$ cat config.mk
export PLATFORM = sky130hd
export DESIGN_NAME = avmr_top
export DESIGN_NICKNAME = d
export VERILOG_FILES = /design/src/verilog/avmr_top.v
export VERILOG_INCLUDE_DIRS = /design/src /design/src/shared
export SDC_FILE = /design/constraint.sdc
export NUM_CORES = 2
export LEC_CHECK = 0
export BUFFER_PORTS_ARGS = -buffer_cell sky130_fd_sc_hd__buf_2
export CAP_MARGIN = 10
export CORE_ASPECT_RATIO = 0.8
export CORE_MARGIN = 2
export CORE_UTILIZATION = 30
export CTS_BUF_LIST = sky130_fd_sc_hd__clkbuf_4 sky130_fd_sc_hd__clkbuf_8
export DETAILED_ROUTE_END_ITERATION = 7
export GPL_TIMING_DRIVEN = 1
export HOLD_SLACK_MARGIN = 0.05
export SLEW_MARGIN = 5
export SYNTH_ARGS = -nofsm -noshare
export SYNTH_HDL_FRONTEND = slang
export SYNTH_SLANG_ARGS = --single-unit
$ cat constraint.sdc
create_clock -name hclk -period 18.7 [get_ports hclk]
set_input_delay 3.74 -clock hclk [delete_from_list [all_inputs] [get_ports hclk]]
set_output_delay 3.74 -clock hclk [all_outputs]
set_load 0.01 [all_outputs]
$ cat src/shared/avmr_map.vh
// Register map and field layout of the audio volume, mix-in and resampler block.
// Assumes a 32-bit AHB-Lite bus; each register index maps to byte address 4*index.
`ifndef AVMR_MAP_VH
`define AVMR_MAP_VH

// Register indices (byte address is four times the index)
`define AVMR_IDX_VOLUME       16'hfec0
`define AVMR_IDX_MIX_CFG      16'hfec1
`define AVMR_IDX_MIX_L_LO     16'hfec2
`define AVMR_IDX_MIX_L_HI     16'hfec3
`define AVMR_IDX_MIX_R_LO     16'hfec4
`define AVMR_IDX_MIX_R_HI     16'hfec5
`define AVMR_IDX_RSMP_CFG     16'hfec6
`define AVMR_IDX_RSMP_L_LO    16'hfec7
`define AVMR_IDX_RSMP_L_HI    16'hfed8
`define AVMR_IDX_RSMP_R_LO    16'hfed9
`define AVMR_IDX_RSMP_R_HI    16'hfeda

// Volume register fields
`define AVMR_VOL_LFINE_MSB    15
`define AVMR_VOL_LFINE_LSB    12
`define AVMR_VOL_LCOARSE_MSB  11
`define AVMR_VOL_LCOARSE_LSB  8
`define AVMR_VOL_RFINE_MSB    7
`define AVMR_VOL_RFINE_LSB    4
`define AVMR_VOL_RCOARSE_MSB  3
`define AVMR_VOL_RCOARSE_LSB  0
`define AVMR_FINE_MAX_CODE    4'hb

// Configuration register fields (rate and enable shared by mix-in and resampler; flag bits differ)
`define AVMR_CFG_RATE_MSB     11
`define AVMR_CFG_ENA_BIT      12
`define AVMR_CFG_FULL_BIT     13
`define AVMR_CFG_URUN_BIT     14
`define AVMR_CFG_RFULL_BIT    14
`define AVMR_CFG_ORUN_BIT     15

// Low-word sample fields
`define AVMR_MIX_LO_MSB       15
`define AVMR_MIX_LO_LSB       12
`define AVMR_RSMP_LO_MSB      15
`define AVMR_RSMP_LO_LSB      8

// Resampler start-up: input samples before output counts as valid
`define AVMR_RSMP_SETTLE      5'h13

// Reset value of every register
`define AVMR_RESET_VALUE      16'h0000

`endif

$ cat src/verilog/avmr_top.v
// Audio output back end: volume, register-fed mix-in with saturation, and
// a sample rate converter feeding registers. AHB-Lite slave, one clock.
// Assumes DAC samples arrive on hclk with a one-cycle valid strobe.
`timescale 1ns/1ps
`include "avmr_map.vh"

module avmr_top (
  input  wire        hclk,
  input  wire        hresetn,
  input  wire        hsel,
  input  wire [31:0] haddr,
  input  wire [1:0]  htrans,
  input  wire        hwrite,
  input  wire [2:0]  hsize,
  input  wire [31:0] hwdata,
  input  wire        hready,
  output reg  [31:0] hrdata,
  output reg         hreadyout,
  output reg         hresp,
  input  wire [23:0] dac_left_in,
  input  wire [23:0] dac_right_in,
  input  wire        dac_in_valid,
  output reg  [19:0] dac_left_out,
  output reg  [19:0] dac_right_out,
  output reg         dac_out_valid,
  output reg         mix_in_irq,
  output reg         resampler_irq
);

  // Fine gain coefficient in Q2.14, 10^(code/40); codes above 11 give unity
  // Coefficients are rounded to the nearest LSB of the Q2.14 scale, except code 5, which is one LSB high
  function [15:0] fine_coef;
    input [3:0] code;
    begin
      case (code)
        4'h1:    fine_coef = 16'h43cb;
        4'h2:    fine_coef = 16'h47cf;
        4'h3:    fine_coef = 16'h4c10;
        4'h4:    fine_coef = 16'h5092;
        4'h5:    fine_coef = 16'h5559;
        4'h6:    fine_coef = 16'h5a67;
        4'h7:    fine_coef = 16'h5fc2;
        4'h8:    fine_coef = 16'h656f;
        4'h9:    fine_coef = 16'h6b72;
        4'ha:    fine_coef = 16'h71cf;
        4'hb:    fine_coef = 16'h788e;
        default: fine_coef = 16'h4000;
      endcase
    end
  endfunction

  // Volume stage: arithmetic shift per coarse unit, then fine multiply
  // Both steps round toward minus infinity, so a quiet signal settles one LSB low
  function [23:0] apply_volume;
    input [23:0] smp;
    input [3:0]  coarse;
    input [3:0]  fine;
    reg signed [23:0] shifted;
    reg signed [40:0] prod;
    begin
      shifted = $signed(smp) >>> coarse;
      prod = shifted * $signed({1'b0, fine_coef(fine)});
      prod = prod >>> 14;
      // Boost can exceed full scale, so clip rather than wrap
      if (prod > 41'sd8388607)
        apply_volume = 24'h7f_ffff;
      else if (prod < -41'sd8388608)
        apply_volume = 24'h80_0000;
      else
        apply_volume = prod[23:0];
    end
  endfunction

  // Saturating 20-bit signed add of DAC and mix-in samples
  function [19:0] sat_add20;
    input [19:0] a;
    input [19:0] b;
    reg [20:0] sum;
    begin
      sum = {a[19], a} + {b[19], b};
      // Overflow shows as disagreement between the two top sum bits
      if (sum[20] != sum[19])
        sat_add20 = sum[20] ? 20'h8_0000 : 20'h7_ffff;
      else
        sat_add20 = sum[19:0];
    end
  endfunction

  // Software-visible registers
  reg [15:0] volume_r;       // Coarse and fine fields per channel
  reg [11:0] mix_rate_r;     // Mix-in period minus one
  reg        mix_ena_r;      // Mix-in enable
  reg        mix_full_r;     // Both data words written, not yet taken
  reg        mix_urun_r;     // Sticky underrun
  reg [15:0] mix_l_lo_r;     // Left low nibble word
  reg [15:0] mix_l_hi_r;     // Left high word
  reg [15:0] mix_r_lo_r;     // Right low nibble word
  reg [15:0] mix_r_hi_r;     // Right high word
  reg        mix_l_wr_r;     // Left high written since full was last set
  reg        mix_r_wr_r;     // Right high written since full was last set
  reg [11:0] rsmp_rate_r;    // Resampler period field
  reg        rsmp_ena_r;     // Resampler enable
  reg        rsmp_lfull_r;   // Left output unread
  reg        rsmp_rfull_r;   // Right output unread
  reg        rsmp_orun_r;    // Sticky overrun
  reg [23:0] rsmp_l_out_r;   // Left output sample
  reg [23:0] rsmp_r_out_r;   // Right output sample

  // Internal datapath state
  reg [19:0] mix_l_cur_r;    // Mix-in sample being added, left
  reg [19:0] mix_r_cur_r;    // Mix-in sample being added, right
  reg [11:0] mix_cnt_r;      // Mix-in period counter
  reg [12:0] rsmp_cnt_r;     // Resampler period counter
  reg [4:0]  rsmp_seen_r;    // Input samples counted since enable
  reg [23:0] rsmp_l_hold_r;  // Latest input held for resampling, left
  reg [23:0] rsmp_r_hold_r;  // Latest input held for resampling, right

  // Bus data-phase state
  reg        wr_pend_r;      // A write address phase was accepted
  reg [15:0] wr_idx_r;       // Index of that write

  // Address phase decode
  // Bits above 17 are not decoded, so the map repeats every 256 KB
  // Transfer size is not checked; any write stores the low half-word
  wire        addr_ok  = hsel & hready & htrans[1];
  wire [15:0] a_idx    = haddr[17:2];
  wire        rd_req   = addr_ok & ~hwrite;
  wire        wr_now   = wr_pend_r;
  wire [15:0] wdat     = hwdata[15:0];

  // Read clears the matching resampler full flag
  // Clearing in the address phase lets a poll right after see the flag down
  wire rd_l_hi = rd_req & (a_idx == `AVMR_IDX_RSMP_L_HI);
  wire rd_r_hi = rd_req & (a_idx == `AVMR_IDX_RSMP_R_HI);

  // Timer ticks; compare with >= so that a rate lowered below the running
  // count ends the period at once instead of waiting for the counter to wrap
  wire mix_tick  = mix_ena_r & (mix_cnt_r >= mix_rate_r);
  wire [12:0] rsmp_top = {rsmp_rate_r, 1'b1};
  wire rsmp_tick = rsmp_ena_r & (rsmp_cnt_r >= rsmp_top);
  wire rsmp_ready = (rsmp_seen_r == `AVMR_RSMP_SETTLE);
  wire rsmp_store = rsmp_tick & rsmp_ready;

  // Write strobes in the data phase
  wire wr_mix_cfg  = wr_now & (wr_idx_r == `AVMR_IDX_MIX_CFG);
  wire wr_rsmp_cfg = wr_now & (wr_idx_r == `AVMR_IDX_RSMP_CFG);
  wire wr_mix_lhi  = wr_now & (wr_idx_r == `AVMR_IDX_MIX_L_HI);
  wire wr_mix_rhi  = wr_now & (wr_idx_r == `AVMR_IDX_MIX_R_HI);

  // Full goes up once both high words have been written
  // Low words may be written in any order; only the high words arm the flag
  wire mix_l_done  = mix_l_wr_r | wr_mix_lhi;
  wire mix_r_done  = mix_r_wr_r | wr_mix_rhi;
  wire mix_set_full = mix_l_done & mix_r_done;

  // Read multiplexer
  reg [15:0] rd_val;
  always @* begin
    case (a_idx)
      `AVMR_IDX_VOLUME:    rd_val = volume_r;
      `AVMR_IDX_MIX_CFG:   rd_val = {1'b0, mix_urun_r, mix_full_r, mix_ena_r, mix_rate_r};
      `AVMR_IDX_MIX_L_LO:  rd_val = mix_l_lo_r;
      `AVMR_IDX_MIX_L_HI:  rd_val = mix_l_hi_r;
      `AVMR_IDX_MIX_R_LO:  rd_val = mix_r_lo_r;
      `AVMR_IDX_MIX_R_HI:  rd_val = mix_r_hi_r;
      `AVMR_IDX_RSMP_CFG:  rd_val = {rsmp_orun_r, rsmp_rfull_r, rsmp_lfull_r,
                                     rsmp_ena_r, rsmp_rate_r};
      // Low bytes sit in the upper half of the low word
      `AVMR_IDX_RSMP_L_LO: rd_val = {rsmp_l_out_r[7:0], 8'h00};
      `AVMR_IDX_RSMP_L_HI: rd_val = rsmp_l_out_r[23:8];
      `AVMR_IDX_RSMP_R_LO: rd_val = {rsmp_r_out_r[7:0], 8'h00};
      `AVMR_IDX_RSMP_R_HI: rd_val = rsmp_r_out_r[23:8];
      default:             rd_val = 16'h0000;
    endcase
  end

  // Bus slave: zero wait states, always OKAY, read data in the data phase
  // Ready is held low in reset so nothing is accepted before the registers settle
  always @(posedge hclk or negedge hresetn) begin
    if (!hresetn) begin
      hrdata    <= 32'h0000_0000;
      hreadyout <= 1'b0;
      hresp     <= 1'b0;
      wr_pend_r <= 1'b0;
      wr_idx_r  <= 16'h0000;
    end else begin
      hreadyout <= 1'b1;
      hresp     <= 1'b0;
      wr_pend_r <= addr_ok & hwrite;
      if (addr_ok)
        wr_idx_r <= a_idx;
      // Unmapped or write phases read back zero
      // Data is registered, so it stands for exactly the one data-phase cycle
      hrdata <= rd_req ? {16'h0000, rd_val} : 32'h0000_0000;
    end
  end

  // Volume and mix-in data words: plain storage
  // Resampler data words have no write path: the converter owns them
  always @(posedge hclk or negedge hresetn) begin
    if (!hresetn) begin
      volume_r   <= `AVMR_RESET_VALUE;
      mix_l_lo_r <= `AVMR_RESET_VALUE;
      mix_l_hi_r <= `AVMR_RESET_VALUE;
      mix_r_lo_r <= `AVMR_RESET_VALUE;
      mix_r_hi_r <= `AVMR_RESET_VALUE;
    end else if (wr_now) begin
      case (wr_idx_r)
        `AVMR_IDX_VOLUME:   volume_r   <= wdat;
        `AVMR_IDX_MIX_L_LO: mix_l_lo_r <= wdat;
        `AVMR_IDX_MIX_L_HI: mix_l_hi_r <= wdat;
        `AVMR_IDX_MIX_R_LO: mix_r_lo_r <= wdat;
        `AVMR_IDX_MIX_R_HI: mix_r_hi_r <= wdat;
        default: ;
      endcase
    end
  end

  // Mix-in control: timer, take of new samples, flags and interrupt
  // A rate write does not restart a running period; the new value applies at once
  always @(posedge hclk or negedge hresetn) begin
    if (!hresetn) begin
      mix_rate_r  <= 12'h000;
      mix_ena_r   <= 1'b0;
      mix_full_r  <= 1'b0;
      mix_urun_r  <= 1'b0;
      mix_l_wr_r  <= 1'b0;
      mix_r_wr_r  <= 1'b0;
      mix_cnt_r   <= 12'h000;
      mix_l_cur_r <= 20'h0_0000;
      mix_r_cur_r <= 20'h0_0000;
      mix_in_irq  <= 1'b0;
    end else begin
      mix_in_irq <= mix_tick;
      // Config write; a zero written to underrun clears it
      if (wr_mix_cfg) begin
        mix_rate_r <= wdat[`AVMR_CFG_RATE_MSB:0];
        mix_ena_r  <= wdat[`AVMR_CFG_ENA_BIT];
        if (!wdat[`AVMR_CFG_URUN_BIT])
          mix_urun_r <= 1'b0;
      end
      // Period counter restarts while disabled so the first take is one full period out
      if (!mix_ena_r || mix_tick)
        mix_cnt_r <= 12'h000;
      else
        mix_cnt_r <= mix_cnt_r + 12'h001;
      // Track which high words were written since full was last set
      mix_l_wr_r <= mix_l_done & ~mix_set_full;
      mix_r_wr_r <= mix_r_done & ~mix_set_full;
      if (mix_tick) begin
        if (mix_full_r) begin
          mix_l_cur_r <= {mix_l_hi_r, mix_l_lo_r[`AVMR_MIX_LO_MSB:`AVMR_MIX_LO_LSB]};
          mix_r_cur_r <= {mix_r_hi_r, mix_r_lo_r[`AVMR_MIX_LO_MSB:`AVMR_MIX_LO_LSB]};
        end else begin
          // The old sample keeps playing, which is softer than a drop to zero
          mix_urun_r <= 1'b1;
        end
      end
      // Fresh writes win over a take in the same cycle
      if (mix_set_full)
        mix_full_r <= 1'b1;
      else if (mix_tick)
        mix_full_r <= 1'b0;
    end
  end

  // Volume and mix output stage, one cycle after each DAC sample
  wire [23:0] vol_l = apply_volume(dac_left_in,
                        volume_r[`AVMR_VOL_LCOARSE_MSB:`AVMR_VOL_LCOARSE_LSB],
                        volume_r[`AVMR_VOL_LFINE_MSB:`AVMR_VOL_LFINE_LSB]);
  wire [23:0] vol_r = apply_volume(dac_right_in,
                        volume_r[`AVMR_VOL_RCOARSE_MSB:`AVMR_VOL_RCOARSE_LSB],
                        volume_r[`AVMR_VOL_RFINE_MSB:`AVMR_VOL_RFINE_LSB]);
  // Disabled mix-in contributes nothing
  wire [19:0] add_l = mix_ena_r ? mix_l_cur_r : 20'h0_0000;
  wire [19:0] add_r = mix_ena_r ? mix_r_cur_r : 20'h0_0000;
  // Only bits 23:4 of a volumed sample reach the mixer; the low nibble is dropped

  always @(posedge hclk or negedge hresetn) begin
    if (!hresetn) begin
      dac_left_out  <= 20'h0_0000;
      dac_right_out <= 20'h0_0000;
      dac_out_valid <= 1'b0;
    end else begin
      dac_out_valid <= dac_in_valid;
      if (dac_in_valid) begin
        dac_left_out  <= sat_add20(vol_l[23:4], add_l);
        dac_right_out <= sat_add20(vol_r[23:4], add_r);
      end
    end
  end

  // Resampler: holds the newest input and emits it on its own faster grid
  // Zero-order hold only: there is no interpolation filter in this stage
  always @(posedge hclk or negedge hresetn) begin
    if (!hresetn) begin
      rsmp_rate_r   <= 12'h000;
      rsmp_ena_r    <= 1'b0;
      rsmp_lfull_r  <= 1'b0;
      rsmp_rfull_r  <= 1'b0;
      rsmp_orun_r   <= 1'b0;
      rsmp_l_out_r  <= 24'h00_0000;
      rsmp_r_out_r  <= 24'h00_0000;
      rsmp_cnt_r    <= 13'h0000;
      rsmp_seen_r   <= 5'h00;
      rsmp_l_hold_r <= 24'h00_0000;
      rsmp_r_hold_r <= 24'h00_0000;
      resampler_irq <= 1'b0;
    end else begin
      resampler_irq <= rsmp_store;
      // Config write; a zero written to overrun clears it
      if (wr_rsmp_cfg) begin
        rsmp_rate_r <= wdat[`AVMR_CFG_RATE_MSB:0];
        rsmp_ena_r  <= wdat[`AVMR_CFG_ENA_BIT];
        if (!wdat[`AVMR_CFG_ORUN_BIT])
          rsmp_orun_r <= 1'b0;
      end
      // Both counters restart while disabled, including the settle count
      if (!rsmp_ena_r) begin
        rsmp_cnt_r  <= 13'h0000;
        rsmp_seen_r <= 5'h00;
      end else begin
        rsmp_cnt_r <= rsmp_tick ? 13'h0000 : rsmp_cnt_r + 13'h0001;
        // The count stops at its threshold so it never wraps back to not ready
        if (dac_in_valid && !rsmp_ready)
          rsmp_seen_r <= rsmp_seen_r + 5'h01;
      end
      if (dac_in_valid) begin
        rsmp_l_hold_r <= dac_left_in;
        rsmp_r_hold_r <= dac_right_in;
      end
      if (rsmp_store) begin
        rsmp_l_out_r <= rsmp_l_hold_r;
        rsmp_r_out_r <= rsmp_r_hold_r;
        if (rsmp_lfull_r || rsmp_rfull_r)
          rsmp_orun_r <= 1'b1;
      end
      // Store wins over a read in the same cycle
      // Neither flag is writable: only a read or a new store moves it
      if (rsmp_store)
        rsmp_lfull_r <= 1'b1;
      else if (rd_l_hi)
        rsmp_lfull_r <= 1'b0;
      if (rsmp_store)
        rsmp_rfull_r <= 1'b1;
      else if (rd_r_hi)
        rsmp_rfull_r <= 1'b0;
    end
  end

endmodule

---- After elaboration in Yosys (flattened, before gate mapping) ----
Memories as Yosys holds them, arrays and structs flattened.
Index checks and enable logic that the tools add are counted.
word-level totals
  bits in registers ....................... 356
  bits in read-only memories .............. 448
  input bits .............................. 123
  output and inout bits ................... 77
  word-level logic and storage cells ...... 138
  memories kept ........................... 2
cells by class
  $add $sub $neg .......................... 5
  $mul .................................... 2
  magnitude comparators ................... 6
  equal/unequal tests ..................... 22
  shift-type cells ........................ 2
  mux-type cells .......................... 31
  bitwise logic cells ..................... 20
  reductions and logical operators ........ 14
memory list
  name             depth  bits a word  rd ports  clocked after Yosys merged registers in  write ports  RTL line       text
  (no name shown)  16     14           1         0                                        0            avmr_top.v:35  case (code)
  (no name shown)  16     14           1         0                                        0            avmr_top.v:35
operator list
  cell                                                                                count
  16-bit equality test (second input constant)                                        18
  16-bit case mux with 11 select lines                                                1
  20-bit 2-to-1 mux                                                                   6
  24-bit 2-to-1 mux                                                                   4
  24-bit by 17-bit multiplier with 41-bit output                                      2
  27-bit by 24-bit greater-than comparator with 1-bit output (second input constant)  2
  27-bit by 24-bit < comparator with 1-bit output (second input constant)             2
  24-bit by 4-bit >>> shifter with 24-bit output                                      2
  20-bit by 20-bit adder with 21-bit output                                           2
  13-bit 2-to-1 mux                                                                   2
  1-bit AND                                                                           16
  16-bit 2-to-1 mux                                                                   1
  1-bit 2-to-1 mux                                                                    14
  13-bit by 1-bit adder with 13-bit output (second input constant)                    1
  13-bit greater-or-equal comparator                                                  1
  12-bit by 1-bit adder with 12-bit output (second input constant)                    1
  12-bit greater-or-equal comparator                                                  1
  12-bit 2-to-1 mux                                                                   1
  2-bit AND reduction                                                                 6
  5-bit 2-to-1 mux                                                                    2
  2-bit nonzero test                                                                  3
  5-bit by 1-bit adder with 5-bit output (second input constant)                      1
  5-bit equality test (second input constant)                                         1
  1-bit zero test                                                                     2
  other kinds (6)                                                                     10

---- Logic depth before layout (Yosys ltp) ----
  depth in word-level cells ............... 8
  gate-level depth with buffers ........... 48
  gate-level depth less buffers ........... 43

---- Least setup slack after synthesis ----
No wires, ideal clock.
  path type ............................... input to register
  from .................................... in dac_left_in[10]
  to ...................................... reg dac_left_out[11]
  setup time .............................. 0.141 ns
  arrival time ............................ 12.731 ns
  required time ........................... 18.559 ns
  slack ................................... 5.827 ns
  stages .................................. 44
  buffers on the path ..................... 3
  cells stage by stage .................... mux2_2 -> inv_1 -> mux2_2 -> nor2_1 -> a21oi_1 -> o21ai_0 -> clkbuf_1 -> nand2_1 -> fa_1 -> inv_1 -> fa_1 -> inv_1 -> fa_1 -> inv_1 -> fa_1 -> fa_1 -> inv_1 -> fa_1 -> [8 not listed] -> or3b_1 -> o311ai_2 -> buf_4 -> o22ai_1 -> ha_1 -> inv_1 -> fa_1 -> nor2b_1 -> o21ai_1 -> a21oi_1 -> o311a_1 -> o311ai_1 -> nand2b_1 -> a21o_1 -> a21o_1 -> a31oi_4 -> buf_4 -> a31oi_1
on the way
  longest elaborated chain between the ends .. 8
  elaborated cells between the ends (all ways) .. 10
  those cells by class .................... 1 x add/sub; 1 x mul; 2 x order compare; 1 x eq/ne; 1 x shift; 4 x mux
ends and longest elaborated chain
  what                                                        RTL line                      text
  from (decl)                                                 avmr_top.v:20                 input wire [23:0] dac_left_in,
  24-bit by 4-bit >>> shifter with 24-bit output *            avmr_top.v:61                 shifted = $signed(smp) >>> coarse;
  24-bit by 17-bit multiplier with 41-bit output *            avmr_top.v:62                 prod = shifted * $signed({1'b0, fine_coef(fine)});
  27-bit by 24-bit < comparator with 1-bit output             avmr_top.v:67                 else if (prod < -41'sd8388608)
  24-bit 2-to-1 mux                                           avmr_top.v:67
  24-bit 2-to-1 mux *                                         avmr_top.v:65                 if (prod > 41'sd8388607)
  20-bit by 20-bit adder with 21-bit output *                 avmr_top.v:80                 sum = {a[19], a} + {b[19], b};
  20-bit 2-to-1 mux or 1-bit inequality test (tied branches)  avmr_top.v:83, avmr_top.v:82
  20-bit 2-to-1 mux *                                         avmr_top.v:82                 if (sum[20] != sum[19])
  to (signal assigned)                                        avmr_top.v:287                dac_left_out <= sat_add20(vol_l[23:4], add_l);
  to (decl)                                                   avmr_top.v:23                 output reg [19:0] dac_left_out,
Every way passes the cells marked *; elsewhere a longest branch is shown, timed or not.
A chain may end at the register's enable or synchronous reset.

---- Worst setup path in the final report ----
  from .................................... in dac_right_in[23]
  to ...................................... reg dac_right_out[2]
on the way
  longest elaborated chain between the ends .. 8
  elaborated cells between the ends (all ways) .. 10
  those cells by class .................... 1 x add/sub; 1 x mul; 2 x order compare; 1 x eq/ne; 1 x shift; 4 x mux
ends and longest elaborated chain
  what                                                        RTL line                      text
  from (decl)                                                 avmr_top.v:21                 input wire [23:0] dac_right_in,
  24-bit by 4-bit >>> shifter with 24-bit output *            avmr_top.v:61
  24-bit by 17-bit multiplier with 41-bit output *            avmr_top.v:62
  27-bit by 24-bit < comparator with 1-bit output             avmr_top.v:67
  24-bit 2-to-1 mux                                           avmr_top.v:67
  24-bit 2-to-1 mux *                                         avmr_top.v:65
  20-bit by 20-bit adder with 21-bit output *                 avmr_top.v:80
  20-bit 2-to-1 mux or 1-bit inequality test (tied branches)  avmr_top.v:83, avmr_top.v:82
  20-bit 2-to-1 mux *                                         avmr_top.v:82
  to (signal assigned)                                        avmr_top.v:288                dac_right_out <= sat_add20(vol_r[23:4], add_r);
  to (decl)                                                   avmr_top.v:24                 output reg [19:0] dac_right_out,
Marked as above.

==> implementation parameters <==
Parameter                              Value

Drt
  Mean number of vias per cell    4.89
  Number of search-and-repair iterations in the first detailed-routing pass    8
  Starting DRC count in detailed routing    2764
  Remaining antenna violation count after routing    0
  Total wire length    134000 um
  Drc violations    0
  Overall via count from detail_route    34.2k
  Final routed wire length divided by cell count    19.2 um

Worst setup path
  Capturing point of the worst reg2reg path    dac_right_out[2]
  Critical Path Start    dac_right_in[23]
  Internal reg-to-reg setup slack    6170 ps
  Critical Path Slowest Stage Cell    sky130_fd_sc_hd__a21oi_2
  Cell type with the highest occurrence count on the critical path    sky130_fd_sc_hd__fa_1
  Worst reg2reg path depth    43
  Endpoint class of the critical path    flip-flop
  Worst endpoint data arrival time    15500 ps
  Crit Reg-Reg Startpoint    volume_r[0]
  Critical path class    input port to flip-flop
  Slowest stage delay, CP    770 ps
  Crit Path Max Fanout    24
  Required time worst endpoint    19190 ps
  Nature of the critical path startpoint    input port
  Worst Setup EP    dac_right_out[2]

CTS
  CTS Buf Count    61
  Clock sink total    356
  Master cell of the clock root buffer    sky130_fd_sc_hd__clkbuf_8
  Number of hold buffers added after cts    0
  Clock-pin slew on the worst setup and hold paths    60 ps
  Clk_lat worst skew    730 ps
  Count of buffers added by post-CTS timing repair for setup    0
  H-tree levels    2
  CTS tree    done
  Cells resized by post-CTS repair    0
  Maximum count of clock buffers along a single path    3

Placed design
  Number of port buffers    146
  Final RePlAce weighted congestion    0.915
  Hpwl dp    106000 um

Synthesis
  Combined area of all synthesized cells    45400 um2
  Number of flops mapped to enable cells by yosys    0
  Number of warnings printed during yosys synthesis    0
  Most frequently used cell type in the post-synthesis netlist    sky130_fd_sc_hd__inv_1
  Post-synthesis cell count    4853
  Flops & latches, synth    356
  Avg Cell Area, Syn    9.36 um2
  Top cells by area in the synthesized netlist    sky130_fd_sc_hd__fa_1, sky130_fd_sc_hd__dfrtp_1, sky130_fd_sc_hd__inv_1, sky130_fd_sc_hd__ha_1, sky130_fd_sc_hd__mux2_2
  Share of the synthesized area in the top cell type    0.309
  Commonest register cell after synthesis    sky130_fd_sc_hd__dfrtp_1
  Top cells by instance count after synthesis    sky130_fd_sc_hd__inv_1, sky130_fd_sc_hd__fa_1, sky130_fd_sc_hd__nand2_1
  Post-synth cell types    87
  Proportion of synthesized chip area in sequential cells    0.196
  Area leader, netlist    sky130_fd_sc_hd__fa_1
  Fraction of registers with async set/reset    1.00

STA
  Tcrit/Tclk final    0.803
  Minimum period implied by the final worst setup slack    15010 ps
  Number of failing hold endpoints at the final stage    0
  Worst rel slew slack    0.187
  Worst Max-Slew Pin Slew    1220 ps
  Total negative slack    0 ps
  Setup violations, final    0
  Minimum hold slack    438 ps
  Unrepaired setup endpoints after global routing    false
  Fmax    0.0666 GHz
  Final worst clock skew    78.0 ps
  Pins Over Slew Limit    0

Min path
  Worst Hold Class    flip-flop to flip-flop

Outcome
  Outcome    finished clean

Global routing
  Overall routing resource usage    0.175
  Vias in the first global route    35.2k
  Pin count of the biggest net entering global routing    161
  Global-route wire length before repair    211000 um
  Aggregate global routing overflow    0
  Initial antenna violation count    39

Die
  Initial Utilization    0.302
  Placement Rows    127
  I/O pin total    200
  Floorplan core area    150000 um2
  Die Area    155000 um2
  Height of the die    352 um
  Chip Width    439 um

Final layout
  Share of cells above drive strength 1    0.128
  Area delta synth->final    9.64%
  Net total in the final layout    6020

Job
  Number of max-capacitance violations reported    0
==> per-stage QoR <==
stage	util	setup WS [ps]	instances	cell area, um2
3_5_place_dp	0.323	3010	6858	48500
6_report	0.332	3690	6987	49800
5_1_grt	0.331	2730	6976	49800
4_1_cts	0.331	3700	6963	49700
3_3_place_gp	0.323	3200	6858	48500
2_1_floorplan	-	5830	4869	45500
==> cells in the final DEF, fill, tap and decap left out, drive strengths merged, types with 48 or more instances in the layout <==
cell type	synthesis	layout
a21o	52	52
a21oi	129	129
and2	75	75
buf	60	228
clkbuf	178	92
dfrtp	356	356
fa	702	702
ha	273	273
inv	977	980
mux2	268	268
mux2i	48	48
nand2	657	657
nor2	203	203
nor2b	138	138
o21ai	136	136
xnor2	55	55
==> flip-flops by register name, indices dropped and copies added, names as in the netlist, 20 cells and up <==
name	flops
dac_right_out	20
dac_left_out	20
rsmp_l_hold_r	24
mix_l_cur_r	20
rsmp_r_out_r	24
mix_r_cur_r	20
rsmp_r_hold_r	24
rsmp_l_out_r	24
==> cells by family after synthesis <==
group                    Yosys count  share of synthesized area
flip-flops                       356                      0.196
AND/OR/NAND/NOR                 1269                      0.127
XOR/XNOR                          94                     0.0181
AO/OA/AOI/OAI                    621                     0.0921
multiplexers                     321                     0.0795
other                              2                   0.000165
adder cells (fa/ha/maj)          975                      0.385
buffers and inverters           1215                      0.103
==> area by class of cell <==
| type | count | area (um2) |
|---|---|---|
| Fill cell | 15400 | 100000 |
| Clock buffer | 92 | 1150 |
| Inverter | 977 | 3670 |
| Timing Repair Buffer | 228 | 1370 |
| Clock inverter | 13 | 128 |
| Multi-Input combinational cell | 3298 | 32000 |
| Tap cell | 1999 | 2500 |
| Sequential cell | 356 | 8910 |
| Antenna cell | 24 | 60.1 |
==> layer usage <==
metal	up-vias	wire (um)	GRT usage
li1	15400	-	-
met4	8	4580	0.0546
met5	-	48	0
met2	1308	58900	0.265
met3	215	11800	0.0411
met1	17200	58600	0.246
==> worst max-delay path, delay by kind of cell <==
kind / cells / cell delay (ps)
adders and majority gates: 9 / 3760
buffers and inverters: 6 / 940
and+or+nand+nor: 4 / 520
muxes: 1 / 220
xor gates and xnor gates: 1 / 150
AOI/OAI and AO/OA: 20 / 6150
==> worst min path at each step <==
stage	slack, ps	endpoint	depth (start not counted)	start
final	440	mix_l_wr_r	1	mix_r_wr_r
after global placement	420	mix_l_wr_r	1	mix_r_wr_r
after detailed placement	430	mix_r_wr_r	1	mix_l_wr_r
after floorplan	410	mix_l_wr_r	1	mix_r_wr_r
after CTS	430	mix_r_wr_r	1	mix_l_wr_r
after global routing	470	mix_r_wr_r	1	mix_l_wr_r
Power is left out: the tool's default activity adds up to more than one toggle a clock period on the data nets, which glitch-free logic cannot reach.
